==> src/design/core_ctrl_pkg.sv <==
package core_ctrl_pkg;

   // Register byte offsets on the APB slave.
   localparam logic [7:0] CTRL_OFFSET       = 8'h00;
   localparam logic [7:0] STATUS_OFFSET     = 8'h04;
   localparam logic [7:0] INT_STATUS_OFFSET = 8'h08;
   localparam logic [7:0] INT_MASK_OFFSET   = 8'h0C;
   localparam logic [7:0] VECTOR_OFFSET     = 8'h10;

   // Control register fields.
   localparam int CTRL_INTR_EN_BIT = 0;
   localparam int CTRL_RESUME_BIT  = 1;
   localparam logic [1:0] CTRL_RESET_VALUE = 2'h0;

   // Status register fields.
   localparam int STATUS_STATE_LSB   = 0;
   localparam int STATUS_HALTED_BIT  = 4;
   localparam int STATUS_FAULT_BIT   = 5;
   localparam int STATUS_SLEEP_BIT   = 6;
   localparam int STATUS_DBG_WAKE_BIT = 7;
   localparam int STATUS_INTR_BUSY_BIT = 8;

   // Interrupt event bits, shared by status and mask registers.
   localparam int EVENT_COUNT    = 5;
   localparam int EV_HALTED_BIT  = 0;
   localparam int EV_SLEEP_BIT   = 1;
   localparam int EV_WAKE_BIT    = 2;
   localparam int EV_FAULT_BIT   = 3;
   localparam int EV_INTR_ACK_BIT = 4;
   localparam logic [EVENT_COUNT-1:0] INT_STATUS_RESET_VALUE = 5'h00;
   localparam logic [EVENT_COUNT-1:0] INT_MASK_RESET_VALUE   = 5'h00;

   // Parameter values that enable the optional features.
   localparam int DEBUG_ON_VALUE      = 1;
   localparam int FAULT_ON_VALUE      = 1;
   localparam int VECTORED_INTR_VALUE = 2;

   // Rising-edge detector channel positions.
   localparam int EDGE_CH_COUNT  = 2;
   localparam int EDGE_HALT_BIT  = 0;
   localparam int EDGE_RESUME_BIT = 1;

   typedef enum logic [2:0] {
      RUN_ST      = 3'b000,
      DRAIN_ST    = 3'b001,
      SLEEP_ST    = 3'b010,
      DBG_HALT_ST = 3'b011,
      FAULT_ST    = 3'b100
   } core_state_type;

   typedef struct packed {
      logic        psel;
      logic        penable;
      logic        pwrite;
      logic [7:0]  paddr;
      logic [31:0] pwdata;
   } apb_req_type;

   typedef struct packed {
      logic [31:0] prdata;
      logic        pready;
      logic        pslverr;
   } apb_rsp_type;

endpackage

==> src/design/core_halt_sleep_control.sv <==
// Design decisions made here: register access over APB and the placing of the registers.
`timescale 1ns/1ps
// How it works
// - Either reset input gives identical core reset.
// - Halt request edge halts pipeline if debug on.
// - Halted output high while debug halt holds an idle pipeline.
// - Fault flag on missed exception, fault option.
// - Sleep only after accesses done, pipeline idle.
// - Any wake bit ends sleep.
// - Wake bits ignored outside sleep.
// - Debug wake request drives external wake logic.
// - Vector and acknowledge only in mode two.
// - Core logic runs on the core clock.
module core_halt_sleep_control
   import core_ctrl_pkg::*;
#(
   parameter int DEBUG_ENABLED         = 1,
   parameter int FAULT_TOLERANCE_PARAM = 1,
   parameter int INTERRUPT_MODE        = 2,
   parameter int VECTOR_WIDTH          = 32
) (
   input  wire logic                    CLK_SYS_I,
   input  wire logic                    RESET_N_I,
   input  wire logic                    CORE_RESET_I,
   input  wire logic                    CORE_RESET_ALT_I,
   input  wire logic                    DBG_HALT_REQ_I,
   input  wire logic                    DBG_IF_HALT_I,
   input  wire logic                    DBG_RESUME_I,
   input  wire logic                    DBG_WAKE_REQ_I,
   input  wire logic                    SLEEP_INSTR_I,
   input  wire logic                    EXT_BUSY_I,
   input  wire logic                    PIPE_IDLE_I,
   input  wire logic                    MISSED_EXC_I,
   input  wire logic [1:0]              WAKEUP_I,
   input  wire logic                    INTR_I,
   input  wire logic [VECTOR_WIDTH-1:0] INTR_ADDR_I,
   input  wire apb_req_type             APB_REQ_I,
   output apb_rsp_type                  APB_RSP_O,
   output logic                         CORE_RESET_O,
   output logic                         STALL_O,
   output logic                         PIPELINE_HALTED_FLAG_O,
   output logic                         FAULT_HALT_FLAG_O,
   output logic                         SLEEP_O,
   output logic                         DBG_WAKEUP_O,
   output logic                         INTR_ACK_O,
   output logic [VECTOR_WIDTH-1:0]      INTR_VECTOR_O,
   output logic                         IRQ_O
);

   typedef struct packed {
      core_state_type          state;
      logic                    core_reset;
      logic                    halted;
      logic                    fault;
      logic                    sleep;
      logic                    dbg_wake;
      logic                    intr_ack;
      logic                    intr_busy;
      logic [VECTOR_WIDTH-1:0] vector;
      logic [1:0]              ctrl;
      logic [EVENT_COUNT-1:0]  int_status;
      logic [EVENT_COUNT-1:0]  int_mask;
      logic [31:0]             prdata;
   } ctrl_state_type;

   ctrl_state_type s_q;
   ctrl_state_type s_d;

   logic                     reset_any;
   logic [EDGE_CH_COUNT-1:0] dbg_level;
   logic [EDGE_CH_COUNT-1:0] dbg_rise;
   logic                     halt_req;
   logic                     resume_req;
   logic                     fault_req;
   logic                     wake_req;
   logic                     apb_setup;
   logic                     apb_access;
   logic                     apb_write;
   logic [EVENT_COUNT-1:0]   events;
   logic [31:0]              read_data;

   // Decodes an APB address to whether a register lives there.
   function automatic logic is_mapped(input logic [7:0] addr);
      return (addr == CTRL_OFFSET) || (addr == STATUS_OFFSET) ||
             (addr == INT_STATUS_OFFSET) || (addr == INT_MASK_OFFSET) ||
             (addr == VECTOR_OFFSET);
   endfunction

   // Either reset input resets the core the same way.
   assign reset_any = CORE_RESET_I | CORE_RESET_ALT_I;

   assign dbg_level[EDGE_HALT_BIT]   = DBG_HALT_REQ_I;
   assign dbg_level[EDGE_RESUME_BIT] = DBG_RESUME_I;

   // The halt request is edge detected; a level held for one clock is seen.
   rise_detect #(
      .WIDTH (EDGE_CH_COUNT)
   ) u_rise_detect (
      .clk_i     (CLK_SYS_I),
      .reset_n_i (RESET_N_I),
      .clear_i   (reset_any),
      .level_i   (dbg_level),
      .rise_o    (dbg_rise)
   );

   assign halt_req = (DEBUG_ENABLED == DEBUG_ON_VALUE) &&
                     (dbg_rise[EDGE_HALT_BIT] || DBG_IF_HALT_I);

   assign resume_req = (dbg_rise[EDGE_RESUME_BIT] ||
                        (apb_write && (APB_REQ_I.paddr == CTRL_OFFSET) &&
                         APB_REQ_I.pwdata[CTRL_RESUME_BIT])) && !DBG_IF_HALT_I;

   assign fault_req = (FAULT_TOLERANCE_PARAM == FAULT_ON_VALUE) && MISSED_EXC_I;

   // Wake bits only count while sleeping.
   assign wake_req = (s_q.state == SLEEP_ST) && (|WAKEUP_I);

   assign apb_setup  = APB_REQ_I.psel && !APB_REQ_I.penable;
   assign apb_access = APB_REQ_I.psel && APB_REQ_I.penable;
   assign apb_write  = apb_access && APB_REQ_I.pwrite;

   // Builds the read word during the setup phase.
   always_comb begin
      read_data = 32'h0000_0000;
      case (APB_REQ_I.paddr)
         CTRL_OFFSET: begin
            read_data[CTRL_INTR_EN_BIT] = s_q.ctrl[CTRL_INTR_EN_BIT];
         end
         STATUS_OFFSET: begin
            read_data[STATUS_STATE_LSB +: 3]  = s_q.state;
            read_data[STATUS_HALTED_BIT]      = s_q.halted;
            read_data[STATUS_FAULT_BIT]       = s_q.fault;
            read_data[STATUS_SLEEP_BIT]       = s_q.sleep;
            read_data[STATUS_DBG_WAKE_BIT]    = s_q.dbg_wake;
            read_data[STATUS_INTR_BUSY_BIT]   = s_q.intr_busy;
         end
         INT_STATUS_OFFSET: begin
            read_data[EVENT_COUNT-1:0] = s_q.int_status;
         end
         INT_MASK_OFFSET: begin
            read_data[EVENT_COUNT-1:0] = s_q.int_mask;
         end
         VECTOR_OFFSET: begin
            read_data[VECTOR_WIDTH-1:0] = s_q.vector;
         end
         default: begin
            read_data = 32'h0000_0000;
         end
      endcase
   end

   always_comb begin
      s_d    = s_q;
      events = '0;

      s_d.core_reset = reset_any;
      s_d.intr_ack   = 1'b0;
      s_d.ctrl[CTRL_RESUME_BIT] = 1'b0;

      if (reset_any) begin
         s_d.state     = RUN_ST;
         s_d.halted    = 1'b0;
         s_d.fault     = 1'b0;
         s_d.sleep     = 1'b0;
         s_d.dbg_wake  = 1'b0;
         s_d.intr_busy = 1'b0;
         s_d.vector    = '0;
      end else begin
         case (s_q.state)
            RUN_ST: begin
               if (fault_req) begin
                  s_d.state = FAULT_ST;
               end else if (halt_req) begin
                  s_d.state = DBG_HALT_ST;
               end else if (SLEEP_INSTR_I) begin
                  s_d.state = DRAIN_ST;
               end
            end
            DRAIN_ST: begin
               if (fault_req) begin
                  s_d.state = FAULT_ST;
               end else if (halt_req) begin
                  s_d.state = DBG_HALT_ST;
               end else if (!EXT_BUSY_I && PIPE_IDLE_I) begin
                  s_d.state = SLEEP_ST;
                  events[EV_SLEEP_BIT] = 1'b1;
               end
            end
            SLEEP_ST: begin
               if (fault_req) begin
                  s_d.state = FAULT_ST;
               end else if (halt_req) begin
                  s_d.state = DBG_HALT_ST;
               end else if (wake_req) begin
                  s_d.state = RUN_ST;
                  events[EV_WAKE_BIT] = 1'b1;
               end
            end
            DBG_HALT_ST: begin
               if (fault_req) begin
                  s_d.state = FAULT_ST;
               end else if (resume_req) begin
                  s_d.state = RUN_ST;
               end
            end
            FAULT_ST: begin
               s_d.state = FAULT_ST;
            end
            default: begin
               s_d.state = RUN_ST;
            end
         endcase

         // Halted once the pipeline has drained under a debug stop.
         s_d.halted = (s_d.state == DBG_HALT_ST) && PIPE_IDLE_I;
         if (s_d.halted && !s_q.halted) begin
            events[EV_HALTED_BIT] = 1'b1;
         end

         s_d.fault = (s_d.state == FAULT_ST) && PIPE_IDLE_I;
         if (s_d.fault && !s_q.fault) begin
            events[EV_FAULT_BIT] = 1'b1;
         end

         s_d.sleep = (s_d.state == SLEEP_ST);

         // Held until the core leaves sleep, through the wake bits, a halt or a fault.
         if (s_d.state == SLEEP_ST || s_d.state == DRAIN_ST) begin
            s_d.dbg_wake = s_q.dbg_wake ||
                           ((DEBUG_ENABLED == DEBUG_ON_VALUE) && DBG_WAKE_REQ_I);
         end else begin
            s_d.dbg_wake = 1'b0;
         end

         // Vectored interrupt: one acknowledge per request level.
         if (INTERRUPT_MODE == VECTORED_INTR_VALUE) begin
            if (!INTR_I) begin
               s_d.intr_busy = 1'b0;
            end else if (!s_q.intr_busy && s_q.state == RUN_ST && s_d.state == RUN_ST &&
                         s_q.ctrl[CTRL_INTR_EN_BIT]) begin
               s_d.intr_busy = 1'b1;
               s_d.intr_ack  = 1'b1;
               s_d.vector    = INTR_ADDR_I;
               events[EV_INTR_ACK_BIT] = 1'b1;
            end
         end else begin
            s_d.intr_busy = 1'b0;
            s_d.vector    = '0;
         end
      end

      // Register writes take effect in the access phase.
      if (apb_write) begin
         case (APB_REQ_I.paddr)
            CTRL_OFFSET: begin
               s_d.ctrl[CTRL_INTR_EN_BIT] = APB_REQ_I.pwdata[CTRL_INTR_EN_BIT];
               s_d.ctrl[CTRL_RESUME_BIT]  = APB_REQ_I.pwdata[CTRL_RESUME_BIT];
            end
            INT_STATUS_OFFSET: begin
               s_d.int_status = s_q.int_status & ~APB_REQ_I.pwdata[EVENT_COUNT-1:0];
            end
            INT_MASK_OFFSET: begin
               s_d.int_mask = APB_REQ_I.pwdata[EVENT_COUNT-1:0];
            end
            default: begin
               s_d.int_mask = s_q.int_mask;
            end
         endcase
      end

      // A new event wins over a clear in the same cycle.
      s_d.int_status = s_d.int_status | events;

      if (apb_setup) begin
         s_d.prdata = read_data;
      end
   end

   // Every flop sits on the single core clock.
   always_ff @(posedge CLK_SYS_I or negedge RESET_N_I) begin
      if (!RESET_N_I) begin
         s_q.state      <= RUN_ST;
         s_q.core_reset <= 1'b0;
         s_q.halted     <= 1'b0;
         s_q.fault      <= 1'b0;
         s_q.sleep      <= 1'b0;
         s_q.dbg_wake   <= 1'b0;
         s_q.intr_ack   <= 1'b0;
         s_q.intr_busy  <= 1'b0;
         s_q.vector     <= '0;
         s_q.ctrl       <= CTRL_RESET_VALUE;
         s_q.int_status <= INT_STATUS_RESET_VALUE;
         s_q.int_mask   <= INT_MASK_RESET_VALUE;
         s_q.prdata     <= 32'h0000_0000;
      end else begin
         s_q <= s_d;
      end
   end

   assign APB_RSP_O.prdata  = s_q.prdata;
   assign APB_RSP_O.pready  = 1'b1;
   assign APB_RSP_O.pslverr = apb_access && !is_mapped(APB_REQ_I.paddr);

   assign CORE_RESET_O           = s_q.core_reset;
   assign STALL_O                = (s_q.state != RUN_ST);
   assign PIPELINE_HALTED_FLAG_O = s_q.halted;
   assign FAULT_HALT_FLAG_O      = s_q.fault;
   assign SLEEP_O                = s_q.sleep;
   assign DBG_WAKEUP_O           = s_q.dbg_wake;
   assign INTR_ACK_O             = s_q.intr_ack;
   assign INTR_VECTOR_O          = s_q.vector;
   assign IRQ_O                  = |(s_q.int_status & s_q.int_mask);

endmodule // core_halt_sleep_control

==> src/design/rise_detect.sv <==
`timescale 1ns/1ps
module rise_detect
   import core_ctrl_pkg::*;
#(
   parameter int WIDTH = 2
) (
   input  wire logic             clk_i,
   input  wire logic             reset_n_i,
   input  wire logic             clear_i,
   input  wire logic [WIDTH-1:0] level_i,
   output logic      [WIDTH-1:0] rise_o
);

   typedef struct packed {
      logic [WIDTH-1:0] prev_q;
   } edge_state_type;

   edge_state_type s_q;
   edge_state_type s_d;

   // Compares each sample with the one from the previous clock.
   always_comb begin
      s_d        = s_q;
      s_d.prev_q = clear_i ? '0 : level_i;
   end

   assign rise_o = level_i & ~s_q.prev_q;

   always_ff @(posedge clk_i or negedge reset_n_i) begin
      if (!reset_n_i) begin
         s_q <= '0;
      end else begin
         s_q <= s_d;
      end
   end

endmodule // rise_detect

==> config.mk <==
export PLATFORM = sky130hd
export DESIGN_NAME = core_halt_sleep_control
export DESIGN_NICKNAME = d
export VERILOG_FILES = /design/src/design/core_ctrl_pkg.sv /design/src/design/core_halt_sleep_control.sv /design/src/design/rise_detect.sv
export SDC_FILE = /design/constraint.sdc
export NUM_CORES = 1
export LEC_CHECK = 0
export BUFFER_PORTS_ARGS = -buffer_cell sky130_fd_sc_hd__buf_2
export CAP_MARGIN = 20
export CORE_MARGIN = 10
export CORE_UTILIZATION = 51
export CTS_BUF_LIST = sky130_fd_sc_hd__clkbuf_8
export CTS_CLUSTER_SIZE = 16
export DETAILED_ROUTE_END_ITERATION = 16
export PLACE_DENSITY = 0.83
export SETUP_SLACK_MARGIN = 0.05
export SLEW_MARGIN = 20
export SYNTH_ARGS = -nofsm -noshare
export SYNTH_HDL_FRONTEND = slang
export SYNTH_SLANG_ARGS = --single-unit
==> constraint.sdc <==
create_clock -name CLK_SYS_I -period 2.4 [get_ports CLK_SYS_I]
set_input_delay 0.48 -clock CLK_SYS_I [delete_from_list [all_inputs] [get_ports CLK_SYS_I]]
set_output_delay 0.48 -clock CLK_SYS_I [all_outputs]
set_load 0.005 [all_outputs]
==> results.md, run 1 <==
- CTS Buffer Depth: 2
- Worst Setup Start Kind: input pin
- Row cnt: 33
- Worst EP arrival: 1.66 ns
- Port bufs: 135
- Rel. slew slack: 64.5%
- Data required, critical path: 1.92 ns
- Syn avg cell area: 9.00 um2
- Layout Skew: 0.0136 ns
- Area delta synth->final: 11.3%
- Largest net degree at the start of global routing: 48
- Congestion Overflow GR: 0
- DR pass1 iterations: 4
- Main combinational cell family by area after synthesis: simple AND/OR/NAND/NOR gates
- H-tree Lvls: 3
- Post-synthesis compound-gate area fraction: 13.1%
- Power Density: 552 mW/mm2
- Nets@finish: 634
- # setup viols final: 0
- Wire per inst: 16.6 um
- Die Y: 112 um
- Number of synthesis warnings: 0
- I/O Pins: 164
- Leakage: 2.39 nW
- Period utilization: 89.2%
- Worst slew pin tran: 0.533 ns
- Largest area contributor in the netlist: dfrtp_1
- DR vias: 3385
- Inserted Diodes: 0
- Top-count cell post-synth: nand2_1
- Seq/Total Area, Yosys: 50.5%
- Initial Util: 52.4%
- Post-CTS setup buffers: 0
- Area contributors post-synth: dfrtp_1, buf_4, nand2_1, a21oi_1, o21ai_0
- Post-synthesis xor/xnor area fraction: 0.203%
- Initial antenna violation count: 0
- Slew Limit Fails: 0
- Post-Route WL: 10.9 mm
- CP Class: input pin to primary output
- CTS sink cnt: 87
- Cts bufs inserted: 9
- Peak supply drop: 0.282 mV
- Main flop type after synthesis: dfrtp_1
- Clock slew at reported path FFs: 0.09 ns
- Status: finished clean
- Initial DRC Count: 233
- Syn nets: 569
- Post-Syn Instances: 479
- # hold bufs at CTS: 0
- Mapped Area: 0.00431 mm2
- Final hold vios: 0
- Clock latency on the worst-skew pair: 0.34 ns
- First-pass GRT wire length: 18.1 mm
- Vias per inst: 5.18
- TritonCTS clock tree: yes
- GR Util All Layers: 17.2%
- Root Driver: clkbuf_8
- Share of cells above drive strength 1: 30.8%
- CP max FO: 7
- Drt drc: 0
- Post-synthesis simple-gate area fraction: 18.9%
- Worst Hold Class: input pin to async pin
- Final min period: 2.14 ns
- RSZ-0062 raised after global routing: no
- Maxcap violations: 0
- Number of library cell types mapped by synthesis: 43
- Die X: 112 um
- Die ar.: 0.0125 mm2
- Core area: 0.00822 mm2
- DP Wirelength: 8.36 mm
- EDFF count, synth: 0
- Async SR Flop Fraction: 100%
- Final Worst Setup Slack: 0.259 ns
- Synth Area in Adders: 0%
- Filler cells: 735
- Setup_tns: 0 ns
- Vias in the first global route: 3567
- RePlAce Congestion: 0.897
- Final Util: 58.4%
- CTS resizes: 0
- Post-synthesis register bit count: 87
- Share of the synthesized area in the top cell type: 50.5%
- Mux share of post-synthesis cell area: 2.96%
- Most frequent cells after synthesis: nand2_1, dfrtp_1, buf_4
- Antenna Violating Nets Remaining: 0
- FMAX: 0.467 GHz
- Setup crit end kind: primary output
- Place WS: 0.0956 ns
-- through the flow --
stage	power, W	area, um2	hold WS, ns	instances
2_1_floorplan	0.00161	4310	0.184	479
3_3_place_gp	0.00172	4610	0.456	638
3_5_place_dp	0.00173	4610	0.466	638
4_1_cts	0.00268	4790	0.120	654
5_1_grt	0.00276	4790	0.136	654
6_report	0.00265	4790	0.109	654
-- report_power, final --
group          internal [W]  switching (W)  total (W)
clock network      0.000467       0.000480   0.000948
registers           0.00148      0.0000183    0.00150
logic             0.0000793       0.000120   0.000200
-- registers in the layout, summed over array words and instances (netlist names) --
signal and count:
APB_RSP_O 32, CORE_RESET_O 1, DBG_WAKEUP_O 1, FAULT_HALT_FLAG_O 1, INTR_ACK_O 1, INTR_VECTOR_O 32, PIPELINE_HALTED_FLAG_O 1, SLEEP_O 1
s_q 15, u_rise_detect.s_q 2
-- path summary, 6_finish.rpt --
path	start	slack, ns	end	cells past startpoint
min in group CLK_SYS_I	DBG_RESUME_I	0.37	u_rise_detect.s_q[1]$_DFF_PN0_	2
hold reg to reg	APB_RSP_O[2]$_DFFE_PN0P_	0.48	APB_RSP_O[2]$_DFFE_PN0P_	2
setup reg to reg	u_rise_detect.s_q[0]$_DFF_PN0_	0.57	s_q[84]$_DFF_PN0_	5
max in group asynchronous	RESET_N_I	1.65	INTR_VECTOR_O[28]$_DFFE_PN0P_	2
setup / recovery	APB_REQ_I[39]	0.26	APB_RSP_O[0]	5
hold / removal	RESET_N_I	0.11	FAULT_HALT_FLAG_O$_DFF_PN0_	1
-- area by class of cell --
type / count / area (um2) / share of cell area (%)
clock buffer: 9 / 124 / 2.58
clock inverter: 7 / 58.8 / 1.23
inverter: 4 / 15.0 / 0.313
multi-input combinational: 297 / 1520 / 31.8
sequential: 87 / 2180 / 45.4
tap: 105 / 131 / 2.74
timing repair buffer: 145 / 766 / 16.0
-- critical path: stages --
cell and delay (ns):
buf_2 0.10, or4_4 0.56, nor2_2 0.25, a21oi_1 0.13, buf_2 0.15
-- cells in the final DEF (no fill, tap or decap), types with 2 or more instances in the layout --
master,count
nor2b_1,2
inv_1,8
o21ai_1,2
nand2b_1,3
mux2_2,6
a21o_1,3
and2_1,5
nor3b_1,2
nand2_1,133
a2111oi_0,3
buf_4,10
clkbuf_8,9
nand3b_1,3
a22oi_1,6
nand3_1,7
nor3_1,7
o21ai_0,35
a21oi_1,37
dfrtp_1,87
mux2i_1,6
a32oi_1,3
nor2_1,13
buf_2,134
-- per-layer routing --
metal	GRT usage, %	wire length, um	up-vias
met3	3.54	598	15
met1	20.3	4480	1594
met2	30.2	5620	110
li1	-	-	1666
met4	5.83	158	0
met5	0	0	-
-- cell families (layout without fill, tap and decap cells) --
group | after synthesis | in the layout
simple gates | 186 | 186
compound gates | 97 | 97
buf+inv | 95 | 165
flops | 87 | 87
mux | 12 | 12
other cells | 1 | 1
xor+xnor | 1 | 1
(Power assumes the default switching activity.)
==> inputs of run 2 (changes only) <==
Settings changed: CELL_PAD_IN_SITES_DETAIL_PLACEMENT set to 0, CELL_PAD_IN_SITES_GLOBAL_PLACEMENT set to 1, CORE_UTILIZATION 51 to 37, PLACE_DENSITY 0.83 to not set, PLACE_DENSITY_LB_ADDON set to 0.1.
==> run 2 against run 1 <==
Count of clock-buffer cells in the layout increased by 2. Sequential cell count stayed put. Clock power is 20% higher. Largest cell class unchanged. Largest power group unchanged. Hold slack worse by 0.022 ns. Clock skew down 0.0051 ns. Die area grew 31%. Combinational power rose by 2%. Maximum frequency up 6.9%. Utilization is 15 points lower. Sequential power about the same.
==> results.md, run 2 (synthesis results as in run 1) <==
- Row cnt: 39 (+18%)
- TritonCTS clock tree: yes
- CTS Buffer Depth: 2 (unchanged)
- WP depth: 5 (unchanged)
- R2r setup slk: 0.61 ns (+0.04 ns)
- Setup_tns: 0 ns (unchanged)
- Data required, critical path: 1.92 ns (about the same)
- RSZ-0062 raised after global routing: no
- Reg2reg start: s_q[83]$_DFF_PN0_
- Finished Cell Area: 0.00489 mm2 (+2.1%)
- Cell Chain, Critical Path: buf_2 > or4_4 > nor2_2 > a21oi_1 > buf_2
- Status: finished clean
- Peak supply drop: 0.295 mV (+4.6%)
- CP Class: input pin to primary output
- Initial DRC Count: 183 (-21%)
- RePlAce Congestion: 0.749 (-17%)
- Power Density: 580 mW/mm2 (+5.1%)
- # hold bufs at CTS: 0 (unchanged)
- CP endpoint: APB_RSP_O[0]
- Post-CTS setup buffers: 0 (unchanged)
- H-tree Lvls: 3 (unchanged)
- Critical Path Most Common Cell: buf_2
- Rel. slew slack: 65.7% (+1.2 points)
- Setup crit end kind: primary output
- Post-Route WL: 11.6 mm (+6.8%)
- DR vias: 3318 (-2.0%)
- Layout Skew: 0.00855 ns (-0.00507 ns)
- Die X: 128 um (+14%)
- Worst EP arrival: 1.52 ns (-0.14 ns)
- Root Driver: clkbuf_8
- Post-Place Cell Area: 0.00467 mm2 (+1.4%)
- Worst Setup Start Kind: input pin
- First-pass GRT wire length: 18.5 mm (+2.6%)
- Clock latency on the worst-skew pair: 0.35 ns (about the same)
- Final hold vios: 0 (unchanged)
- Final min period: 2.00 ns (-0.139 ns)
- Most frequent cells in the layout: buf_2, nand2_1, dfrtp_1, a21oi_1, o21ai_0
- Leakage: 2.40 nW (+0.40%)
- CP max FO: 4 (-3)
- Period utilization: 83.5% (-5.8 points)
- Drt drc: 0 (unchanged)
- DR pass1 iterations: 4 (unchanged)
- Slowest cell on crit path: or4_4
- Critical Path Source: APB_REQ_I[39]
- Maxcap violations: 0 (unchanged)
- Port bufs: 135 (unchanged)
- Wire per inst: 16.8 um (+0.93%)
- Slew Limit Fails: 0 (unchanged)
- I/O Pins: 164 (unchanged)
- Reg2reg end: s_q[84]$_DFF_PN0_
- Reg2reg path depth: 5 (unchanged)
- Vias in the first global route: 3473 (-2.6%)
- Vias per inst: 4.79 (-7.4%)
- Die Y: 128 um (+14%)
- Core area: 0.0114 mm2 (+39%)
- Area delta synth->final: 13.6%
- Worst Hold Class: input pin to async pin
- Cell family with most CP delay: simple AND/OR/NAND/NOR gates
- FMAX: 0.499 GHz (+6.9%)
- Congestion Overflow GR: 0 (unchanged)
- Largest net degree at the start of global routing: 38 (-21%)
- Clock slew at reported path FFs: 0.08 ns (about the same)
- Nets@finish: 636 (+0.32%)
- Antenna Violating Nets Remaining: 0 (unchanged)
- # setup viols final: 0 (unchanged)
- Inserted Diodes: 0 (unchanged)
- CTS sink cnt: 87 (unchanged)
- Initial antenna violation count: 0 (unchanged)
- Worst slew pin tran: 0.515 ns (-0.0184 ns)
- Die ar.: 0.0164 mm2 (+31%)
- CTS resizes: 0 (unchanged)
- Share of cells above drive strength 1: 31.5% (+0.73 points)
- Cts bufs inserted: 9 (unchanged)
- DP Wirelength: 8.71 mm (+4.2%)
- Initial Util: 37.7% (-15 points)
- Worst Path Buf+Inv: 2 (unchanged)
- CP max stage delay: 0.56 ns (about the same)
- Leading cell type in the layout, fill and taps excluded: buf_2
- GR Util All Layers: 14.0% (-3.2 points)
run 2: cell count changes in the layout (fill, tap and decap cells not counted):
cell,delta
buf_4,+2
bufinv_16,+1
clkbuf_8,+2
clkinv_2,-1
clkinv_4,-1
clkinvlp_4,+1
inv_1,-4
run 2: worst min path at each step:
| stage | from | to | cells past startpoint |
|---|---|---|---|
| after CTS | RESET_N_I | APB_RSP_O[29]$_DFFE_PN0P_ | 1 |
| final | RESET_N_I | APB_RSP_O[29]$_DFFE_PN0P_ | 1 |
| after global routing | RESET_N_I | APB_RSP_O[29]$_DFFE_PN0P_ | 1 |
| after detailed placement | APB_RSP_O[19]$_DFFE_PN0P_ | APB_RSP_O[19]$_DFFE_PN0P_ | 2 |
| after global placement | APB_RSP_O[31]$_DFFE_PN0P_ | APB_RSP_O[31]$_DFFE_PN0P_ | 2 |
| after floorplan | RESET_N_I | APB_RSP_O[10]$_DFFE_PN0P_ | 0 |
run 2: per-stage QoR:
step,hold slack (ns),utilization (%),total power [W],cells,setup WS (ns)
detailed placement,0.465,40.9,0.00174,678,0.0929
global route,0.109,42.9,0.00297,692,0.342
finish,0.0872,42.9,0.00284,692,0.397
global placement,0.457,40.9,0.00173,678,0.140
floorplan,0.184,-,0.00161,479,0.412
CTS,0.0935,42.9,0.00289,692,0.375
run 2: area by class of cell:
cell class                      count  area, um2
Fill cell                        1210       6530
Sequential cell                    87       2180
Multi-Input combinational cell    297       1520
Timing Repair Buffer              147        781
Tap cell                          143        179
Clock buffer                       11        151
Clock inverter                      3       67.6
Inverter                            4       15.0
run 2: where the power goes:
| group | total (W) | switching, W | internal, W |
|---|---|---|---|
| registers | 0.00150 | 0.0000182 | 0.00148 |
| logic | 0.000205 | 0.000124 | 0.0000808 |
| clock network | 0.00114 | 0.000504 | 0.000632 |
run 2: per-layer routing:
metal / vias up / routed length (um) / track usage (%)
li1: 1669 / - / -
met1: 1547 / 5480 / 18.3
met3: 11 / 628 / 4.26
met4: 0 / 99 / 3.77
met5: - / 0 / 0
met2: 91 / 5380 / 22.1
==> inputs of run 3 (changes only) <==
Settings changed: ABC_AREA set to 1.
Clock period 2.4 ns to 2.04 ns, I/O delays scaled along.
==> run 3 against run 2 <==
Final cell count grew 7.5%. Clock skew decreased by 0.0027 ns. Die area up 2.3%. Sequential power increased by 19%. Combinational power is 50% higher. Critical endpoint is now INTR_VECTOR_O[11]$_DFFE_PN0P_. Critical path type is now register to register. Synthesized cell count increased by 8.4%. Hold slack better by 0.18 ns. Sequential cell count did not move. Wire length up 8.8%. Largest power group unchanged. First-iteration DRC count increased by 5.5%.
==> results.md, run 3 <==
- Status: finished clean
- Congestion Overflow GR: 0 (unchanged)
- Post-Syn Instances: 519 (+8.4%)
- Worst Hold Class: input pin to register
- Cts bufs inserted: 9 (unchanged)
- Vias per inst: 4.78 (-0.23%)
- Worst Setup Start Kind: register
- H-tree Lvls: 3 (unchanged)
- Antenna Violating Nets Remaining: 0 (unchanged)
- Initial DRC Count: 193 (+5.5%)
- Root Driver: clkbuf_8
- Maxcap violations: 0 (unchanged)
- CP Class: register to register
- Layout Skew: 0.00587 ns (-0.00268 ns)
- DR vias: 3559 (+7.3%)
- Power Density: 678 mW/mm2 (+17%)
- EDFF count, synth: 0 (unchanged)
- Wire per inst: 16.9 um (+1.2%)
- Largest net degree at the start of global routing: 38 (unchanged)
- Number of synthesis warnings: 0 (unchanged)
- Mapped Area: 0.00443 mm2 (+2.8%)
- Period utilization: 88.8%
- Main flop type after synthesis: dfrtp_1
- CTS sink cnt: 87 (unchanged)
- Die Y: 129 um (+1.2%)
- Leakage: 2.81 nW (+17%)
- Post-synthesis register bit count: 87 (unchanged)
- Post-Route WL: 12.6 mm (+8.8%)
- Seq/Total Area, Yosys: 49.2% (-1.4 points)
- Clock slew at reported path FFs: 0.09 ns (about the same)
- # setup viols final: 0 (unchanged)
- Initial Util: 38.3% (+0.55 points)
- Final min period: 1.81 ns
- Syn avg cell area: 8.53 um2 (-5.2%)
- Setup crit end kind: register
- Post-Place Cell Area: 0.00489 mm2 (+4.6%)
- Final hold vios: 0 (unchanged)
- Largest area contributor in the netlist: dfrtp_1
- Async SR Flop Fraction: 100% (unchanged)
- Top-count cell post-synth: nand2_1
- Finished Cell Area: 0.00513 mm2 (+4.9%)
- DR pass1 iterations: 4 (unchanged)
- Area delta synth->final: 15.9%
- Most frequent cells in the layout: nand2_1, buf_2, dfrtp_1, nand3_1, o21ai_0
- RePlAce Congestion: 0.818 (+9.2%)
- GR Util All Layers: 15.3% (+1.3 points)
- Clock latency on the worst-skew pair: 0.36 ns (about the same)
- FMAX: 0.552 GHz
- Critical Path Source: s_q[84]$_DFF_PN0_
- Leading cell type in the layout, fill and taps excluded: nand2_1
- RSZ-0062 raised after global routing: no
- Reg2reg start: s_q[84]$_DFF_PN0_
- TritonCTS clock tree: yes
- I/O Pins: 164 (unchanged)
- Inserted Diodes: 0 (unchanged)
- Worst EP arrival: 2.11 ns (+0.59 ns)
- Area contributors post-synth: dfrtp_1, nand2_1, buf_4, nand3_1, o21ai_0
- Final Util: 44.4% (+1.5 points)
- First-pass GRT wire length: 20.4 mm (+9.9%)
- Slew Limit Fails: 0 (unchanged)
- Data required, critical path: 2.34 ns (+0.42 ns)
- Core area: 0.0116 mm2 (+1.3%)
- Die X: 129 um (+1.2%)
- Initial antenna violation count: 0 (unchanged)
- Die ar.: 0.0167 mm2 (+2.3%)
- Peak supply drop: 0.435 mV (+47%)
- CP max FO: 13 (+9)
- Drt drc: 0 (unchanged)
- Port bufs: 135 (unchanged)
- Most frequent cells after synthesis: nand2_1, dfrtp_1, nand3_1
- Hold path startpoint: INTR_ADDR_I[17]
- Share of cells above drive strength 1: 31.4% (-0.064 points)
- DP Wirelength: 9.38 mm (+7.6%)
- Number of library cell types mapped by synthesis: 39 (-9.3%)
- Vias in the first global route: 3843 (+11%)
- Share of the synthesized area in the top cell type: 49.2% (-1.4 points)
- Row cnt: 39 (unchanged)
- Setup_tns: 0 ns (unchanged)
- Worst hold slack: 0.266 ns (+0.179 ns)
- Syn nets: 609 (+7.0%)
- Nets@finish: 687 (+8.0%)
- CTS Buffer Depth: 2 (unchanged)
==> run 3: cell types whose count changed in the layout (fill, tap and decap cells not counted), moves of 5 or more <==
cell / change
inv_1: +21
a21oi_1: -31
mux2i_1: -6
a22oi_1: -6
mux2_2: -5
nor2_1: +10
and2_1: -5
nor2_4: +5
nand3_1: +61
==> run 3: cell type report <==
type                       count  area (um2)
inverter                      25        93.8
sequential                    87        2180
multi-input combinational    320        1570
timing repair buffer         154         886
fill                        1197        6430
clock inverter                 6         103
tap                          143         179
clock buffer                   9         124
==> run 3: kinds of logic after synthesis <==
| logic type | share of synthesized area [%] |
|---|---|
| and+or+nand+nor | 27.4 |
| buffers and inverters | 15.8 |
| DFF | 49.2 |
| AOI/OAI and AO/OA | 7.29 |
| other | 0.0847 |
| muxes | 0.254 |
==> run 3: metal layers <==
layer  wire length, um  GRT usage [%]  up-vias
met2              5670           23.3       98
met5                 0              0        -
met3               929           5.26       11
met4               144           5.28        0
met1              5860           19.9     1667
li1                  -              -     1783
==> run 3: worst paths after layout <==
path                       slack [ns]                             to  depth (start not counted)
max                              0.23  INTR_VECTOR_O[11]$_DFFE_PN0P_                          8
min                              0.27  INTR_VECTOR_O[17]$_DFFE_PN0P_                          3
max reg2reg                      0.23  INTR_VECTOR_O[11]$_DFFE_PN0P_                          8
min reg2reg                      0.49      APB_RSP_O[29]$_DFFE_PN0P_                          2
max in group asynchronous        0.95  INTR_VECTOR_O[31]$_DFFE_PN0P_                          3
min in group asynchronous        0.53            s_q[42]$_DFFE_PN0N_                          2
==> run 3: repair_timing <==
action                                  4_1_cts  5_1_grt
hold buffers                                  1        0
endpoints found under the setup margin        0       10
setup buffers                                 0        0
endpoints found under the hold margin         9        0
gates resized for setup                       0        1
==> run 3: stage by stage <==
step	cells	power, W	setup WS (ns)
floorplan	519	0.00195	0.409
global placement	728	0.00212	0.104
detailed placement	728	0.00212	0.0734
CTS	744	0.00354	0.244
global route	744	0.00365	0.0530
finish	744	0.00348	0.228
==> run 3: power breakdown <==
| part | total (W) | switching [W] | internal, W |
|---|---|---|---|
| combinational | 0.000308 | 0.000193 | 0.000115 |
| clock | 0.00140 | 0.000601 | 0.000797 |
| sequential | 0.00178 | 0.0000232 | 0.00175 |
==> run 3: critical path, stage by stage (launching register included) <==
cell and delay, ns:
dfrtp_1 0.48, nor2_1 0.23, nor2_1 0.08, nor2_1 0.30, nand2_4 0.15, nand3b_4 0.14, buf_4 0.21, nand3_1 0.09
nand2_1 0.07
